## src/logic/adc_ctrl_consts.svh

```systemverilog
// Constants for the converter control and result formatting block
`ifndef ADC_CTRL_CONSTS_SVH
`define ADC_CTRL_CONSTS_SVH
`define ADDR_CONTROL 4'h0
`define ADDR_STATUS 4'h1
`define ADDR_RESULT_HIGH 4'h2
`define ADDR_RESULT_LOW 4'h3
`define CTRL_RESET 8'h00
`define RESULT_RESET 16'h0000
`define RDATA_IDLE 8'h00
`define DIV_RESET 5'h00
`define BIT_POWER 7
`define BIT_JUSTIFY 6
`define BIT_LOW_RESOLUTION_SELECT 5
`define BIT_SIGNED 4
`define BIT_DONE 7
`define SAR_BITS 4'hA
`endif

```

## src/logic/adc_ctrl_pkg.sv

```systemverilog
// Types for the converter control and result formatting block
package adc_ctrl_pkg;
    typedef struct packed {
        logic converter_power_on;
        logic justify_right;
        logic low_resolution_select;
        logic signed_output;
        logic [3:0] clock_divide_select;
    } control_s;
    typedef struct packed {
        logic [7:0] high;
        logic [7:0] low;
    } result_s;
    typedef enum logic [2:0] {
        ST_IDLE = 3'b001,
        ST_CONVERT = 3'b010,
        ST_DONE = 3'b100
    } conv_state_e;
endpackage

```

## src/logic/adc_ctrl.sv

```systemverilog
// Converter control register, conversion sequencer and result formatter
//
// How it works
// - Control write aborts conversion, starts none
// - Bit 7 powers converter; clear aborts
// - Bit 6 picks left or right justify
// - 8-bit: justify only gates signed mode, low byte zero
// - Bit 5 selects 8-bit, bits 9-2 high
// - Bit 4 signed: invert result MSB
// - Signed only when left justified
// - Signed ranges follow from MSB inversion
// - Conversion clock is bus/((code+1)*2)
// - 10-bit left full scale FF:C0
// - 10-bit right full scale 03:FF
// - 8-bit signed full scale 7F, zero 80
// - Status write clears flag, starts conversion only if bit 7 set
// - Reset powers down, clears registers
//
// Implementation choices: strobed register access and the placing of the registers.
`timescale 1ns/1ns
`include "adc_ctrl_consts.svh"
module adc_ctrl
    import adc_ctrl_pkg::*;
(
    input wire logic clk_sys_i,
    input wire logic reset_n_i,
    input wire logic [3:0] addr_i,
    input wire logic [7:0] wdata_i,
    input wire logic write_i,
    input wire logic read_i,
    input wire logic [9:0] sample_i,
    output logic [7:0] rdata_o,
    output logic conv_clk_o,
    output logic sample_start_o,
    output logic converter_power_on_o
);

    // ------------------------------------------------------------
    // Formatting function
    // ------------------------------------------------------------
    function automatic result_s format_result(input control_s c, input logic [9:0] r);
        result_s f;
        logic [9:0] v;
        v = r;
        if (!c.justify_right && c.signed_output) begin
            v[9] = ~r[9];
        end
        if (c.low_resolution_select) begin
            f.high = v[9:2];
            f.low = 8'h00;
        end else if (c.justify_right) begin
            f.high = {6'h00, r[9:8]};
            f.low = r[7:0];
        end else begin
            f.high = v[9:2];
            f.low = {v[1:0], 6'h00};
        end
        return f;
    endfunction

    // ------------------------------------------------------------
    // State
    // ------------------------------------------------------------
    control_s control, next_control;
    result_s result, next_result;
    conv_state_e state, next_state;
    logic done_flag, next_done_flag;
    logic [4:0] div_count, next_div_count;
    logic conv_clk, next_conv_clk;
    logic [3:0] bit_count, next_bit_count;
    logic [7:0] rdata, next_rdata;
    logic start, next_start;
    logic [9:0] sample_meta, sample_sync;
    logic [4:0] div_limit;
    logic tick;

    assign div_limit = {1'b0, control.clock_divide_select};
    assign tick = (div_count >= div_limit) && conv_clk;

    // ------------------------------------------------------------
    // Conversion clock divider
    // ------------------------------------------------------------
    always_comb begin
        next_div_count = div_count;
        next_conv_clk = conv_clk;
        if (!control.converter_power_on) begin
            next_div_count = `DIV_RESET;
            next_conv_clk = 1'b0;
        end else if (div_count >= div_limit) begin
            next_div_count = `DIV_RESET;
            next_conv_clk = ~conv_clk;
        end else begin
            next_div_count = div_count + 5'h01;
        end
    end

    always_ff @(posedge clk_sys_i) begin
        if (!reset_n_i) begin
            div_count <= `DIV_RESET;
            conv_clk <= 1'b0;
        end else begin
            div_count <= next_div_count;
            conv_clk <= next_conv_clk;
        end
    end

    // ------------------------------------------------------------
    // Sequencer and control, next values
    // ------------------------------------------------------------
    always_comb begin
        next_control = control;
        next_result = result;
        next_state = state;
        next_done_flag = done_flag;
        next_bit_count = bit_count;
        next_start = 1'b0;
        case (state)
            ST_IDLE: begin
                next_state = ST_IDLE;
            end
            ST_CONVERT: begin
                if (tick) begin
                    if (bit_count == `SAR_BITS) begin
                        next_state = ST_DONE;
                    end else begin
                        next_bit_count = bit_count + 4'h1;
                    end
                end
            end
            ST_DONE: begin
                next_result = format_result(control, sample_sync);
                next_done_flag = 1'b1;
                next_state = ST_IDLE;
            end
            default: begin
                next_state = ST_IDLE;
            end
        endcase
        // Result read clears flag, completion wins
        if (read_i && (addr_i == `ADDR_RESULT_HIGH || addr_i == `ADDR_RESULT_LOW)) begin
            next_done_flag = (state == ST_DONE);
        end
        if (write_i) begin
            if (addr_i == `ADDR_CONTROL) begin
                next_control = wdata_i;
                next_state = ST_IDLE;
            end
            if (addr_i == `ADDR_STATUS) begin
                next_done_flag = (state == ST_DONE);
                if (control.converter_power_on) begin
                    next_state = ST_CONVERT;
                    next_bit_count = 4'h0;
                    next_start = 1'b1;
                end
            end
        end
        if (!next_control.converter_power_on) begin
            next_state = ST_IDLE;
            next_start = 1'b0;
        end
    end

    // ------------------------------------------------------------
    // Sequencer and control registers
    // ------------------------------------------------------------
    always_ff @(posedge clk_sys_i) begin
        if (!reset_n_i) begin
            control <= `CTRL_RESET;
            result <= `RESULT_RESET;
            state <= ST_IDLE;
            done_flag <= 1'b0;
            bit_count <= 4'h0;
            start <= 1'b0;
        end else begin
            control <= next_control;
            result <= next_result;
            state <= next_state;
            done_flag <= next_done_flag;
            bit_count <= next_bit_count;
            start <= next_start;
        end
    end

    // ------------------------------------------------------------
    // Sample synchroniser
    // ------------------------------------------------------------
    always_ff @(posedge clk_sys_i) begin
        sample_meta <= sample_i;
        sample_sync <= sample_meta;
    end

    // ------------------------------------------------------------
    // Register readback
    // ------------------------------------------------------------
    always_comb begin
        next_rdata = `RDATA_IDLE;
        if (read_i) begin
            case (addr_i)
                `ADDR_CONTROL: next_rdata = control;
                `ADDR_STATUS: next_rdata = {done_flag, 7'h00};
                `ADDR_RESULT_HIGH: next_rdata = result.high;
                `ADDR_RESULT_LOW: next_rdata = result.low;
                default: next_rdata = `RDATA_IDLE;
            endcase
        end
    end

    always_ff @(posedge clk_sys_i) begin
        if (!reset_n_i) begin
            rdata <= `RDATA_IDLE;
        end else begin
            rdata <= next_rdata;
        end
    end

    // ------------------------------------------------------------
    // Outputs
    // ------------------------------------------------------------
    assign rdata_o = rdata;
    assign conv_clk_o = conv_clk;
    assign sample_start_o = start;
    assign converter_power_on_o = control.converter_power_on;

    // ------------------------------------------------------------
    // Checks
    // ------------------------------------------------------------
    chk_ctrl_write_abort: assert property (
        @(posedge clk_sys_i) disable iff (!reset_n_i)
        write_i && addr_i == `ADDR_CONTROL |=> state == ST_IDLE && !start)
        else $error("control write did not abort");
    chk_power_off_idle: assert property (
        @(posedge clk_sys_i) disable iff (!reset_n_i)
        !control.converter_power_on |-> state == ST_IDLE)
        else $error("converter active while powered down");
    chk_power_off_clock: assert property (
        @(posedge clk_sys_i) disable iff (!reset_n_i)
        !control.converter_power_on |=> !conv_clk)
        else $error("conversion clock runs while powered down");
    chk_left_placement: assert property (
        @(posedge clk_sys_i) disable iff (!reset_n_i)
        state == ST_DONE && !control.justify_right && !control.low_resolution_select
        && !control.signed_output |=> result == {$past(sample_sync), 6'h00})
        else $error("left justified result wrong");
    chk_low_resolution_select_low_zero: assert property (
        @(posedge clk_sys_i) disable iff (!reset_n_i)
        state == ST_DONE && control.low_resolution_select |=> result.low == 8'h00)
        else $error("8-bit low byte not zero");
    chk_low_resolution_select_high: assert property (
        @(posedge clk_sys_i) disable iff (!reset_n_i)
        state == ST_DONE && control.low_resolution_select
        && (control.justify_right || !control.signed_output)
        |=> result.high == $past(sample_sync[9:2]))
        else $error("8-bit high byte wrong");
    chk_signed_msb: assert property (
        @(posedge clk_sys_i) disable iff (!reset_n_i)
        state == ST_DONE && !control.justify_right && control.signed_output
        |=> result.high[7] == ~$past(sample_sync[9]))
        else $error("signed MSB not inverted");
    chk_right_unsigned: assert property (
        @(posedge clk_sys_i) disable iff (!reset_n_i)
        state == ST_DONE && !control.low_resolution_select && control.justify_right
        |=> result == {6'h00, $past(sample_sync)})
        else $error("right justified result wrong");
    chk_signed_rest: assert property (
        @(posedge clk_sys_i) disable iff (!reset_n_i)
        state == ST_DONE && !control.justify_right && control.signed_output
        && !control.low_resolution_select |=> result.high[6:0] == $past(sample_sync[8:2]))
        else $error("signed result body wrong");
    chk_divider_half: assert property (
        @(posedge clk_sys_i) disable iff (!reset_n_i)
        $rose(conv_clk) && $stable(control) && control.clock_divide_select == 4'h0
        |=> $fell(conv_clk))
        else $error("divide by two wrong");
    chk_divider_bound: assert property (
        @(posedge clk_sys_i) disable iff (!reset_n_i)
        control.converter_power_on && $stable(control) |-> div_count <= div_limit)
        else $error("divider count beyond limit");
    chk_left_low_bits: assert property (
        @(posedge clk_sys_i) disable iff (!reset_n_i)
        state == ST_DONE && !control.justify_right |=> result.low[5:0] == 6'h00)
        else $error("left justified low bits not zero");
    chk_right_high_zero: assert property (
        @(posedge clk_sys_i) disable iff (!reset_n_i)
        state == ST_DONE && control.justify_right && !control.low_resolution_select
        |=> result.high[7:2] == 6'h00)
        else $error("right justified high bits not zero");
    chk_low_resolution_select_signed: assert property (
        @(posedge clk_sys_i) disable iff (!reset_n_i)
        state == ST_DONE && control.low_resolution_select && !control.justify_right
        && control.signed_output
        |=> result.high == {~$past(sample_sync[9]), $past(sample_sync[8:2])})
        else $error("8-bit signed result wrong");
    chk_status_start: assert property (
        @(posedge clk_sys_i) disable iff (!reset_n_i)
        write_i && addr_i == `ADDR_STATUS && control.converter_power_on && state != ST_DONE
        |=> start && !done_flag && state == ST_CONVERT)
        else $error("status write did not start");
    chk_start_converts: assert property (
        @(posedge clk_sys_i) disable iff (!reset_n_i)
        start |-> state == ST_CONVERT)
        else $error("start pulse without conversion");
    chk_reset_state: assert property (
        @(posedge clk_sys_i)
        !reset_n_i |=> control == `CTRL_RESET && state == ST_IDLE && !done_flag && !conv_clk)
        else $error("reset state wrong");
    chk_done_flag_set: assert property (
        @(posedge clk_sys_i) disable iff (!reset_n_i)
        state == ST_DONE |=> done_flag)
        else $error("done flag not set at completion");
    chk_result_hold: assert property (
        @(posedge clk_sys_i) disable iff (!reset_n_i)
        state != ST_DONE |=> $stable(result))
        else $error("result changed without completion");
endmodule

```

## config.mk

```make
export PLATFORM = sky130hd
export DESIGN_NAME = adc_ctrl
export DESIGN_NICKNAME = d
export VERILOG_FILES = /design/src/logic/adc_ctrl_pkg.sv /design/src/logic/adc_ctrl.sv
export VERILOG_INCLUDE_DIRS = /design/src /design/src/logic
export SDC_FILE = /design/constraint.sdc
export NUM_CORES = 1
export LEC_CHECK = 0
export ABC_AREA = 1
export BUFFER_PORTS_ARGS = -buffer_cell sky130_fd_sc_hd__buf_2
export CAP_MARGIN = 20
export CORE_UTILIZATION = 50
export CTS_CLUSTER_DIAMETER = 50
export DETAILED_ROUTE_END_ITERATION = 6
export PLACE_DENSITY = 0.73
export SKIP_CTS_REPAIR_TIMING = 1
export SYNTH_ARGS = -nofsm -noshare
export SYNTH_HDL_FRONTEND = slang
export SYNTH_SLANG_ARGS = --single-unit
```

## constraint.sdc

```tcl
create_clock -name clk_sys_i -period 1.6 [get_ports clk_sys_i]
set_clock_uncertainty 0.2 [all_clocks]
set_input_delay 0.08 -clock clk_sys_i [delete_from_list [all_inputs] [get_ports clk_sys_i]]
set_output_delay 0.08 -clock clk_sys_i [all_outputs]
set_load 0.01 [all_outputs]
```

==> results.json, run 1 <==
{
  "ys_seq_area_share_pct": 52.1,
  "worstMarginPinSlew_ns": 0.431,
  "place.gp.congestion": 0.804,
  "hold_viol": 4,
  "overflow": 0,
  "cts_buffers": 9,
  "critPathLaunchType": "register",
  "ys.flop_type": "dfxtp_1",
  "tns_ns": -0.420,
  "ys_types": 33,
  "rsz0062_at_grt": "true",
  "ir_drop_uv": 815,
  "crit_path_end_kind": "register",
  "p_total_mw": 3.27,
  "initial_core_util_pct": 53.1,
  "cts_tree": "done",
  "p_seq_share_pct": 52.3,
  "root_buffer": "clkbuf_8",
  "p_per_area_mw_per_mm2": 926,
  "p_sw_share_pct": 21.9,
  "dp_slack_ns": -0.173,
  "maxCapViolCount": 0,
  "die_y_um": 73.8,
  "hp-class": "primary input to register",
  "area_growth_pct": 37.1,
  "antenna_found_initial": 0,
  "clk_pin_slew_ns": 0.07,
  "combPwrFrac_pct": 6.0,
  "critPathSlowestCell": "dfxtp_2",
  "p_leak_nw": 1.54,
  "endpoint": "bit_count[1]$_SDFF_PN0_",
  "timing.final.crit_share_pct": 109,
  "path_delay_family": "simple AND/OR/NAND/NOR gates",
  "worst_slack_ns": -0.147,
  "numPortBuffers": 36,
  "whs_ns": -0.0743,
  "ys_top_cells_by_area": "dfxtp_1 52%, nand2_1 10%, inv_1 5.7%",
  "p_clk_share_pct": 41.6,
  "synth_top_area_cell": "dfxtp_1",
  "slew_headroom_pct": 71.1,
  "num_antenna_cells": 0,
  "power.switching_mw": 0.717,
  "crit_buf_inv": 2,
  "grt_pass1_vias": 1841,
  "setup.worst_path.start": "div_count[0]$_SDFF_PP0_",
  "crit_cells": 12,
  "ant_nets": 0,
  "cp_slowest_stage_delay_ns": 0.35,
  "worstReg2RegStart": "div_count[0]$_SDFF_PP0_",
  "totalWireLength_mm": 5.68,
  "synth_top_area_share_pct": 52.1,
  "critPathMaxFanout": 4,
  "cts_sinks": 67,
  "grt.total_usage_pct": 20.5,
  "nets": 425,
  "grt_pass1_wl_mm": 8.29,
  "rr_worst_depth": 12,
  "clk_path_buf_depth": 2,
  "r2r-end": "bit_count[1]$_SDFF_PN0_",
  "yosysWarnings": 0,
  "arrival_ns": 1.81,
  "synth_common_cells": "71 x nand2_1, 67 x dfxtp_1, 39 x inv_1",
  "worstPathCellList": "inv_2 > ha_4 > inv_2 > nand2_2 > nand2_2 > nor2_4 > nor2_4 > nor2_4 > nand2_2 > nand2_2 > nand2_2 > nor2_1",
  "worstSetupPathType": "register to register",
  "via_per_inst": 4.80,
  "synth.avg_cell_area_um2": 8.39,
  "synthArstFlopShare_pct": 0,
  "drive_gt1_share_pct": 30.3,
  "num_vias": 2221,
  "synth_most_common_cell": "nand2_1",
  "r2r_setup_slack_ns": -0.15,
  "dp_cells": 417,
  "final_cells": 463,
  "cp.required_ns": 1.67,
  "die_x_um": 73.8,
  "drc": 0,
  "violations": "negative hold slack, negative setup slack",
  "p_int_mw": 2.55,
  "synth_seq_cells": 67,
  "die-area_mm2": 0.00544,
  "grt_max_degree": 17,
  "fp-row-count": 25,
  "ios": 37,
  "synth_area_mm2": 0.00258,
  "cts_htree_levels": 3,
  "syn-num-nets": 340,
  "core-area_mm2": 0.00485,
  "hpwl_mm": 3.66,
  "crit_path_frequent_cell": "nand2_2",
  "clock_latency_ns": 0.34,
  "status": "finished with violations",
  "netlist_instances": 307,
  "dr.first_iter.drc_count": 119,
  "synth_edf_count": 0,
  "post_drt_wl_per_cell_um": 12.3,
  "min_period_ns": 1.75,
  "setup_viol": 6,
  "drv_slew": 0,
  "drt-pass1-iter-count": 4,
  "max_freq_mhz": 572
}
==> per-stage QoR <==
step           util, %  hold slack, ns  instance area (um2)
3_5_place_dp      59.9         -0.0164                 2900
5_1_grt           72.9         -0.0683                 3530
6_report          72.9         -0.0743                 3530
4_1_cts           63.8          -0.373                 3100
2_1_floorplan        -         -0.0923                 2580
3_3_place_gp      59.9         -0.0178                 2900
==> worst register-to-register path, cell delays in order, from the launching register on <==
cell and delay [ns]:
dfxtp_2 0.35, inv_2 0.05, ha_4 0.26, inv_2 0.03, nand2_2 0.08, nand2_2 0.08, nor2_4 0.14, nor2_4 0.05
nor2_4 0.11, nand2_2 0.09, nand2_2 0.10, nand2_2 0.05, nor2_1 0.09
==> routing by layer <==
layer	track usage [%]	up-vias	share of wire (%)
met5	0	-	0
li1	-	1159	-
met3	4.12	10	3.8
met1	28.0	993	46
met4	11.5	0	1.9
met2	30.1	59	48
==> cells by family (layout without fill, tap and decap cells) <==
logic type | count (synthesis) | after routing | synth area share (%)
AO/OA/AOI/OAI | 53 | 53 | 12.1
flip-flops | 67 | 67 | 52.1
XOR/XNOR | 3 | 3 | 1.02
AND/OR/NAND/NOR | 123 | 123 | 23.1
buffers and inverters | 54 | 143 | 8.35
adder cells (fa/ha/maj) | 7 | 7 | 3.40
==> worst min path at each step <==
stage / startpoint / end / slack [ns] / cells after the start
global placement: sample_i[9] / sample_meta[9]$_DFF_P_ / -0.02 / 1
detailed placement: sample_i[4] / sample_meta[4]$_DFF_P_ / -0.02 / 1
CTS: sample_i[4] / sample_meta[4]$_DFF_P_ / -0.37 / 1
finish: reset_n_i / result[8]$_SDFFE_PN0P_ / -0.07 / 3
global route: reset_n_i / result[8]$_SDFFE_PN0P_ / -0.07 / 3
floorplan: sample_i[0] / sample_meta[0]$_DFF_P_ / -0.09 / 0
==> registers in the layout, indices dropped and copies added (netlist names), 3 cells and up <==
name	cells
sample_sync	10
state	3
result	16
div_count	5
control	7
rdata_o	8
bit_count	4
sample_meta	10
==> power by group through the flow <==
stage,Sequential (mW),Clock (mW),Combinational [mW]
2_1_floorplan,1.75,0,0.0642
3_3_place_gp,1.75,0,0.119
3_5_place_dp,1.75,0,0.121
4_1_cts,1.71,1.39,0.122
5_1_grt,1.71,1.46,0.214
6_report,1.71,1.36,0.197
==> cell type report <==
type / instances / area, um2
clock inverter: 4 / 51.3
fill: 363 / 1320
sequential: 67 / 1350
clock buffer: 11 / 141
tap: 67 / 83.8
inverter: 49 / 186
timing repair buffer: 79 / 576
multi-input combinational: 186 / 1150
==> layout by cell type, fill, tap and decap left out, drive strengths merged <==
cell	instances
a211oi	4
a21oi	26
a31oi	2
and3	1
buf	50
bufinv	1
clkbuf	11
clkinv	3
clkinvlp	1
dfxtp	67
dlygate4sd3	29
ha	7
inv	48
nand2	71
nand3	12
nand3b	1
nand4	6
nor2	26
nor3	6
o211ai	5
o21ai	11
o221ai	4
o31ai	1
xor2	3
Power figures use the tool's default switching activity.
==> run 2: changes to the inputs <==
- RECOVER_POWER: not set -> 100
==> results.json, run 2 (same netlist as run 1, synthesis figures left out) <==
{
  "status": "finished with violations",
  "violations": "negative hold slack, negative setup slack",
  "hpwl_mm": 3.66,
  "grt.total_usage_pct": 20.5,
  "critPathLaunchType": "register",
  "clock_latency_ns": 0.34,
  "antenna_found_initial": 0,
  "totalWireLength_mm": 5.66,
  "initial_core_util_pct": 53.1,
  "power.switching_mw": 0.717,
  "core-area_mm2": 0.00485,
  "dpl_cell_area_mm2": 0.00290,
  "numPortBuffers": 36,
  "post_drt_wl_per_cell_um": 12.2,
  "ir_drop_uv": 823,
  "regMostFlops": "result",
  "grt_max_degree": 17,
  "stdcell_area_mm2": 0.00351,
  "die_x_um": 73.8,
  "critPathMaxFanout": 4,
  "grt_pass1_wl_mm": 8.29,
  "drive_gt1_share_pct": 26.5,
  "min_period_ns": 1.75,
  "timing.final.crit_share_pct": 109,
  "p_int_mw": 2.55,
  "ios": 37,
  "overflow": 0,
  "cp.required_ns": 1.67,
  "endpoint": "bit_count[1]$_SDFF_PN0_",
  "p_leak_nw": 1.49,
  "num_antenna_cells": 0,
  "fp-row-count": 25,
  "r2r_setup_slack_ns": -0.15,
  "final_cells": 463,
  "drt-pass1-iter-count": 4,
  "p_per_area_mw_per_mm2": 932,
  "clk_pin_slew_ns": 0.07,
  "fillCellCount": 373,
  "cts_tree": "done",
  "dr.first_iter.drc_count": 122,
  "worstSetupPathType": "register to register",
  "via_per_inst": 4.83,
  "p_sw_share_pct": 21.9,
  "tns_ns": -0.413,
  "final_common_cell": "dfxtp_1",
  "drv_slew": 0,
  "die_y_um": 73.8,
  "place.gp.congestion": 0.804,
  "p_seq_share_pct": 52.4,
  "worst_slack_ns": -0.148,
  "cts_htree_levels": 3,
  "nets": 425,
  "setup.worst_path.start": "div_count[0]$_SDFF_PP0_",
  "cts_sinks": 67,
  "hp-class": "primary input to register",
  "r2r-end": "bit_count[1]$_SDFF_PN0_",
  "hold_viol": 4,
  "ant_nets": 0,
  "final_cell_mix": "63 x dfxtp_1, 62 x nand2_1, 35 x inv_1, 29 x dlygate4sd3_1",
  "finish.utilization_pct": 72.4,
  "cts_buffers": 9,
  "p_clk_share_pct": 41.7,
  "crit_path_end_kind": "register",
  "dp_cells": 417,
  "clk_path_buf_depth": 2,
  "largest_reg_flops": 16,
  "rsz0062_at_grt": "true",
  "rr_worst_depth": 12,
  "worstReg2RegStart": "div_count[0]$_SDFF_PP0_",
  "combPwrFrac_pct": 6.0,
  "worstMarginPinSlew_ns": 0.430,
  "arrival_ns": 1.82,
  "max_freq_mhz": 572,
  "reg_top3": "result (16), sample_meta (10), sample_sync (10)",
  "setup_viol": 6,
  "whs_ns": -0.0720,
  "slew_headroom_pct": 71.2,
  "dp_slack_ns": -0.173,
  "die-area_mm2": 0.00544,
  "num_vias": 2234,
  "drc": 0,
  "grt_pass1_vias": 1841,
  "area_growth_pct": 36.2,
  "maxCapViolCount": 0,
  "root_buffer": "clkbuf_8"
}
## run 2: changes by cell type in the layout (fill, tap and decap cells not counted), moves of 2 or more
| cell | previous run | this run |
|---|---|---|
| inv_1 | 33 | 35 |
| buf_2 | 36 | 25 |
| inv_2 | 14 | 12 |
| clkbuf_1 | 1 | 12 |
## run 2: worst max-delay path: stages (launching register included)
cell	delay, ns
dfxtp_2	0.35
inv_2	0.05
ha_4	0.26
inv_2	0.03
nand2_2	0.07
nand2_2	0.08
nor2_4	0.14
nor2_4	0.05
nor2_4	0.11
nand2_2	0.09
nand2_2	0.10
nand2_2	0.05
nor2_1	0.09
## run 2: through the flow
| stage | total power, mW | hold WS, ns |
|---|---|---|
| finish | 3.27 | -0.0720 |
| CTS | 3.22 | -0.373 |
| detailed placement | 1.87 | -0.0164 |
| global placement | 1.87 | -0.0178 |
| global route | 3.38 | -0.0683 |
| floorplan | 1.81 | -0.0923 |
## run 2: cell type report
class	instances	area, um2	share of cell area, %
clock buffer	11	141	4.03
clock inverter	4	51.3	1.46
inverter	49	186	5.31
multi-input combinational	186	1140	32.5
sequential	67	1350	38.4
tap	67	83.8	2.39
timing repair buffer	79	559	15.9
## run 2: power groups by stage
stage	clock [mW]	sequential [mW]	combinational, mW
2_1_floorplan	0	1.75	0.0642
3_3_place_gp	0	1.75	0.119
3_5_place_dp	0	1.75	0.121
4_1_cts	1.39	1.71	0.122
5_1_grt	1.46	1.71	0.212
6_report	1.36	1.71	0.195
## run 2: routing by layer
layer / vias to the layer above / GRT usage, % / share of wire [%]
met5: - / 0 / 0
met4: 0 / 11.5 / 2.6
met3: 14 / 4.12 / 4.7
met2: 63 / 30.1 / 47
met1: 1000 / 28.0 / 45
li1: 1157 / - / -
## run 2: how the worst min path moves through the flow
stage / start / endpoint / slack, ns / cells past startpoint
2_1_floorplan: sample_i[0] / sample_meta[0]$_DFF_P_ / -0.09 / 0
3_3_place_gp: sample_i[9] / sample_meta[9]$_DFF_P_ / -0.02 / 1
3_5_place_dp: sample_i[4] / sample_meta[4]$_DFF_P_ / -0.02 / 1
4_1_cts: sample_i[4] / sample_meta[4]$_DFF_P_ / -0.37 / 1
5_1_grt: reset_n_i / result[8]$_SDFFE_PN0P_ / -0.07 / 3
6_report: reset_n_i / result[8]$_SDFFE_PN0P_ / -0.07 / 3
==> run 3: changes to the inputs <==
- PLACE_DENSITY: 0.73 -> 0.74
==> results.json, run 3 (same netlist as run 1, synthesis figures left out) <==
{
  "fillCellCount": 378,
  "p_total_mw": 3.09,
  "grt.total_usage_pct": 20.7,
  "max_freq_mhz": 601,
  "stdcell_area_mm2": 0.00345,
  "area_growth_pct": 33.8,
  "grt_max_degree": 17,
  "drv_slew": 0,
  "post_drt_wl_per_cell_um": 12.2,
  "hold_path_depth": 4,
  "die_x_um": 73.8,
  "ios": 37,
  "hp-class": "primary input to register",
  "whs_ns": -0.0166,
  "num_vias": 2216,
  "overflow": 0,
  "largest_reg_flops": 16,
  "core-area_mm2": 0.00485,
  "cp.required_ns": 1.67,
  "drt-pass1-iter-count": 4,
  "die_y_um": 73.8,
  "regMostFlops": "result",
  "violations": "negative hold slack, negative setup slack",
  "reg_top3": "result (16), sample_meta (10), sample_sync (10)",
  "cts_tree": "done",
  "worst_slack_ns": -0.0626,
  "final_cell_mix": "65 x nand2_1, 63 x dfxtp_1, 33 x inv_1, 30 x dlygate4sd3_1, 27 x buf_2",
  "clk_path_buf_depth": 2,
  "ir_drop_uv": 858,
  "min_period_ns": 1.66,
  "ant_nets": 0,
  "final_common_cell": "nand2_1",
  "numPortBuffers": 36,
  "maxCapViolCount": 0,
  "clock_latency_ns": 0.34,
  "worstSetupPathType": "register to register",
  "fp-row-count": 25,
  "drive_gt1_share_pct": 25.3,
  "via_per_inst": 4.80,
  "setup_viol": 5,
  "slew_headroom_pct": 74.1,
  "critPathLaunchType": "register",
  "place.gp.congestion": 0.808,
  "antenna_found_initial": 0,
  "die-area_mm2": 0.00544,
  "cts_htree_levels": 3,
  "dpl_cell_area_mm2": 0.00290,
  "critPathMaxFanout": 4,
  "root_buffer": "clkbuf_8",
  "timing.final.crit_share_pct": 104,
  "cts_buffers": 9,
  "rsz0062_at_grt": "true",
  "grt_pass1_vias": 1862,
  "hpwl_mm": 3.70,
  "drc": 0,
  "num_antenna_cells": 0,
  "dr.first_iter.drc_count": 100,
  "totalWireLength_mm": 5.65,
  "status": "finished with violations",
  "nets": 424,
  "crit_path_end_kind": "register",
  "arrival_ns": 1.74,
  "grt_pass1_wl_mm": 8.24,
  "initial_core_util_pct": 53.1,
  "hold_viol": 2,
  "p_per_area_mw_per_mm2": 897,
  "rr_worst_depth": 12,
  "worstMarginPinSlew_ns": 0.387,
  "p_leak_nw": 1.47,
  "clk_pin_slew_ns": 0.08,
  "cts_sinks": 67
}
run 3: layer usage:
| metal | part of all wire [%] | global-route usage [%] | routed length [um] | up-vias |
|---|---|---|---|---|
| li1 | - | - | - | 1157 |
| met1 | 48 | 27.1 | 2700 | 1001 |
| met2 | 47 | 30.1 | 2650 | 48 |
| met3 | 3.2 | 5.35 | 183 | 10 |
| met4 | 2.0 | 13.2 | 114 | 0 |
| met5 | 0 | 0 | 0 | - |
run 3: cell type report:
| class | count | area, um2 | share of cell area [%] |
|---|---|---|---|
| Tap cell | 67 | 83.8 | 2.43 |
| Multi-Input combinational cell | 186 | 1110 | 32.2 |
| Clock inverter | 5 | 31.3 | 0.908 |
| Sequential cell | 67 | 1350 | 39.1 |
| Clock buffer | 10 | 128 | 3.70 |
| Inverter | 49 | 186 | 5.41 |
| Timing Repair Buffer | 78 | 559 | 16.2 |
run 3: stage by stage:
stage | instances | hold WS (ns) | utilization [%] | setup TNS [ns] | setup slack, ns
after floorplan | 307 | -0.0923 | - | -0.00459 | -0.00459
after global placement | 417 | -0.0177 | 59.9 | -0.324 | -0.0936
after detailed placement | 417 | -0.0164 | 59.9 | -0.606 | -0.168
after CTS | 432 | -0.380 | 63.1 | -0.703 | -0.185
after global routing | 462 | 0.0109 | 71.1 | -0.769 | -0.159
final | 462 | -0.0166 | 71.1 | -0.183 | -0.0626
run 3: worst paths after layout:
check             slack [ns]                     from                       to
setup / recovery       -0.06  div_count[0]$_SDFF_PP0_  bit_count[1]$_SDFF_PN0_
hold / removal         -0.02                addr_i[0]    rdata_o[7]$_SDFF_PN0_
setup reg to reg       -0.06  div_count[0]$_SDFF_PP0_  bit_count[1]$_SDFF_PN0_
hold reg to reg         0.13   sample_meta[7]$_DFF_P_   sample_sync[7]$_DFF_P_
run 3: where the power goes:
group	switching, mW	internal [mW]
logic	0.0900	0.0985
clock network	0.643	0.548
registers	0.0136	1.70
total	0.746	2.35
run 3: worst max-delay path, stage by stage, from the launching register on:
cell,delay [ns]
dfxtp_2,0.34
inv_2,0.05
ha_4,0.25
inv_2,0.03
nand2_2,0.05
nand2_1,0.05
nor2_1,0.12
nor2_2,0.07
nor2_4,0.13
nand2_2,0.09
nand2_1,0.08
nand2_1,0.05
nor2_1,0.09
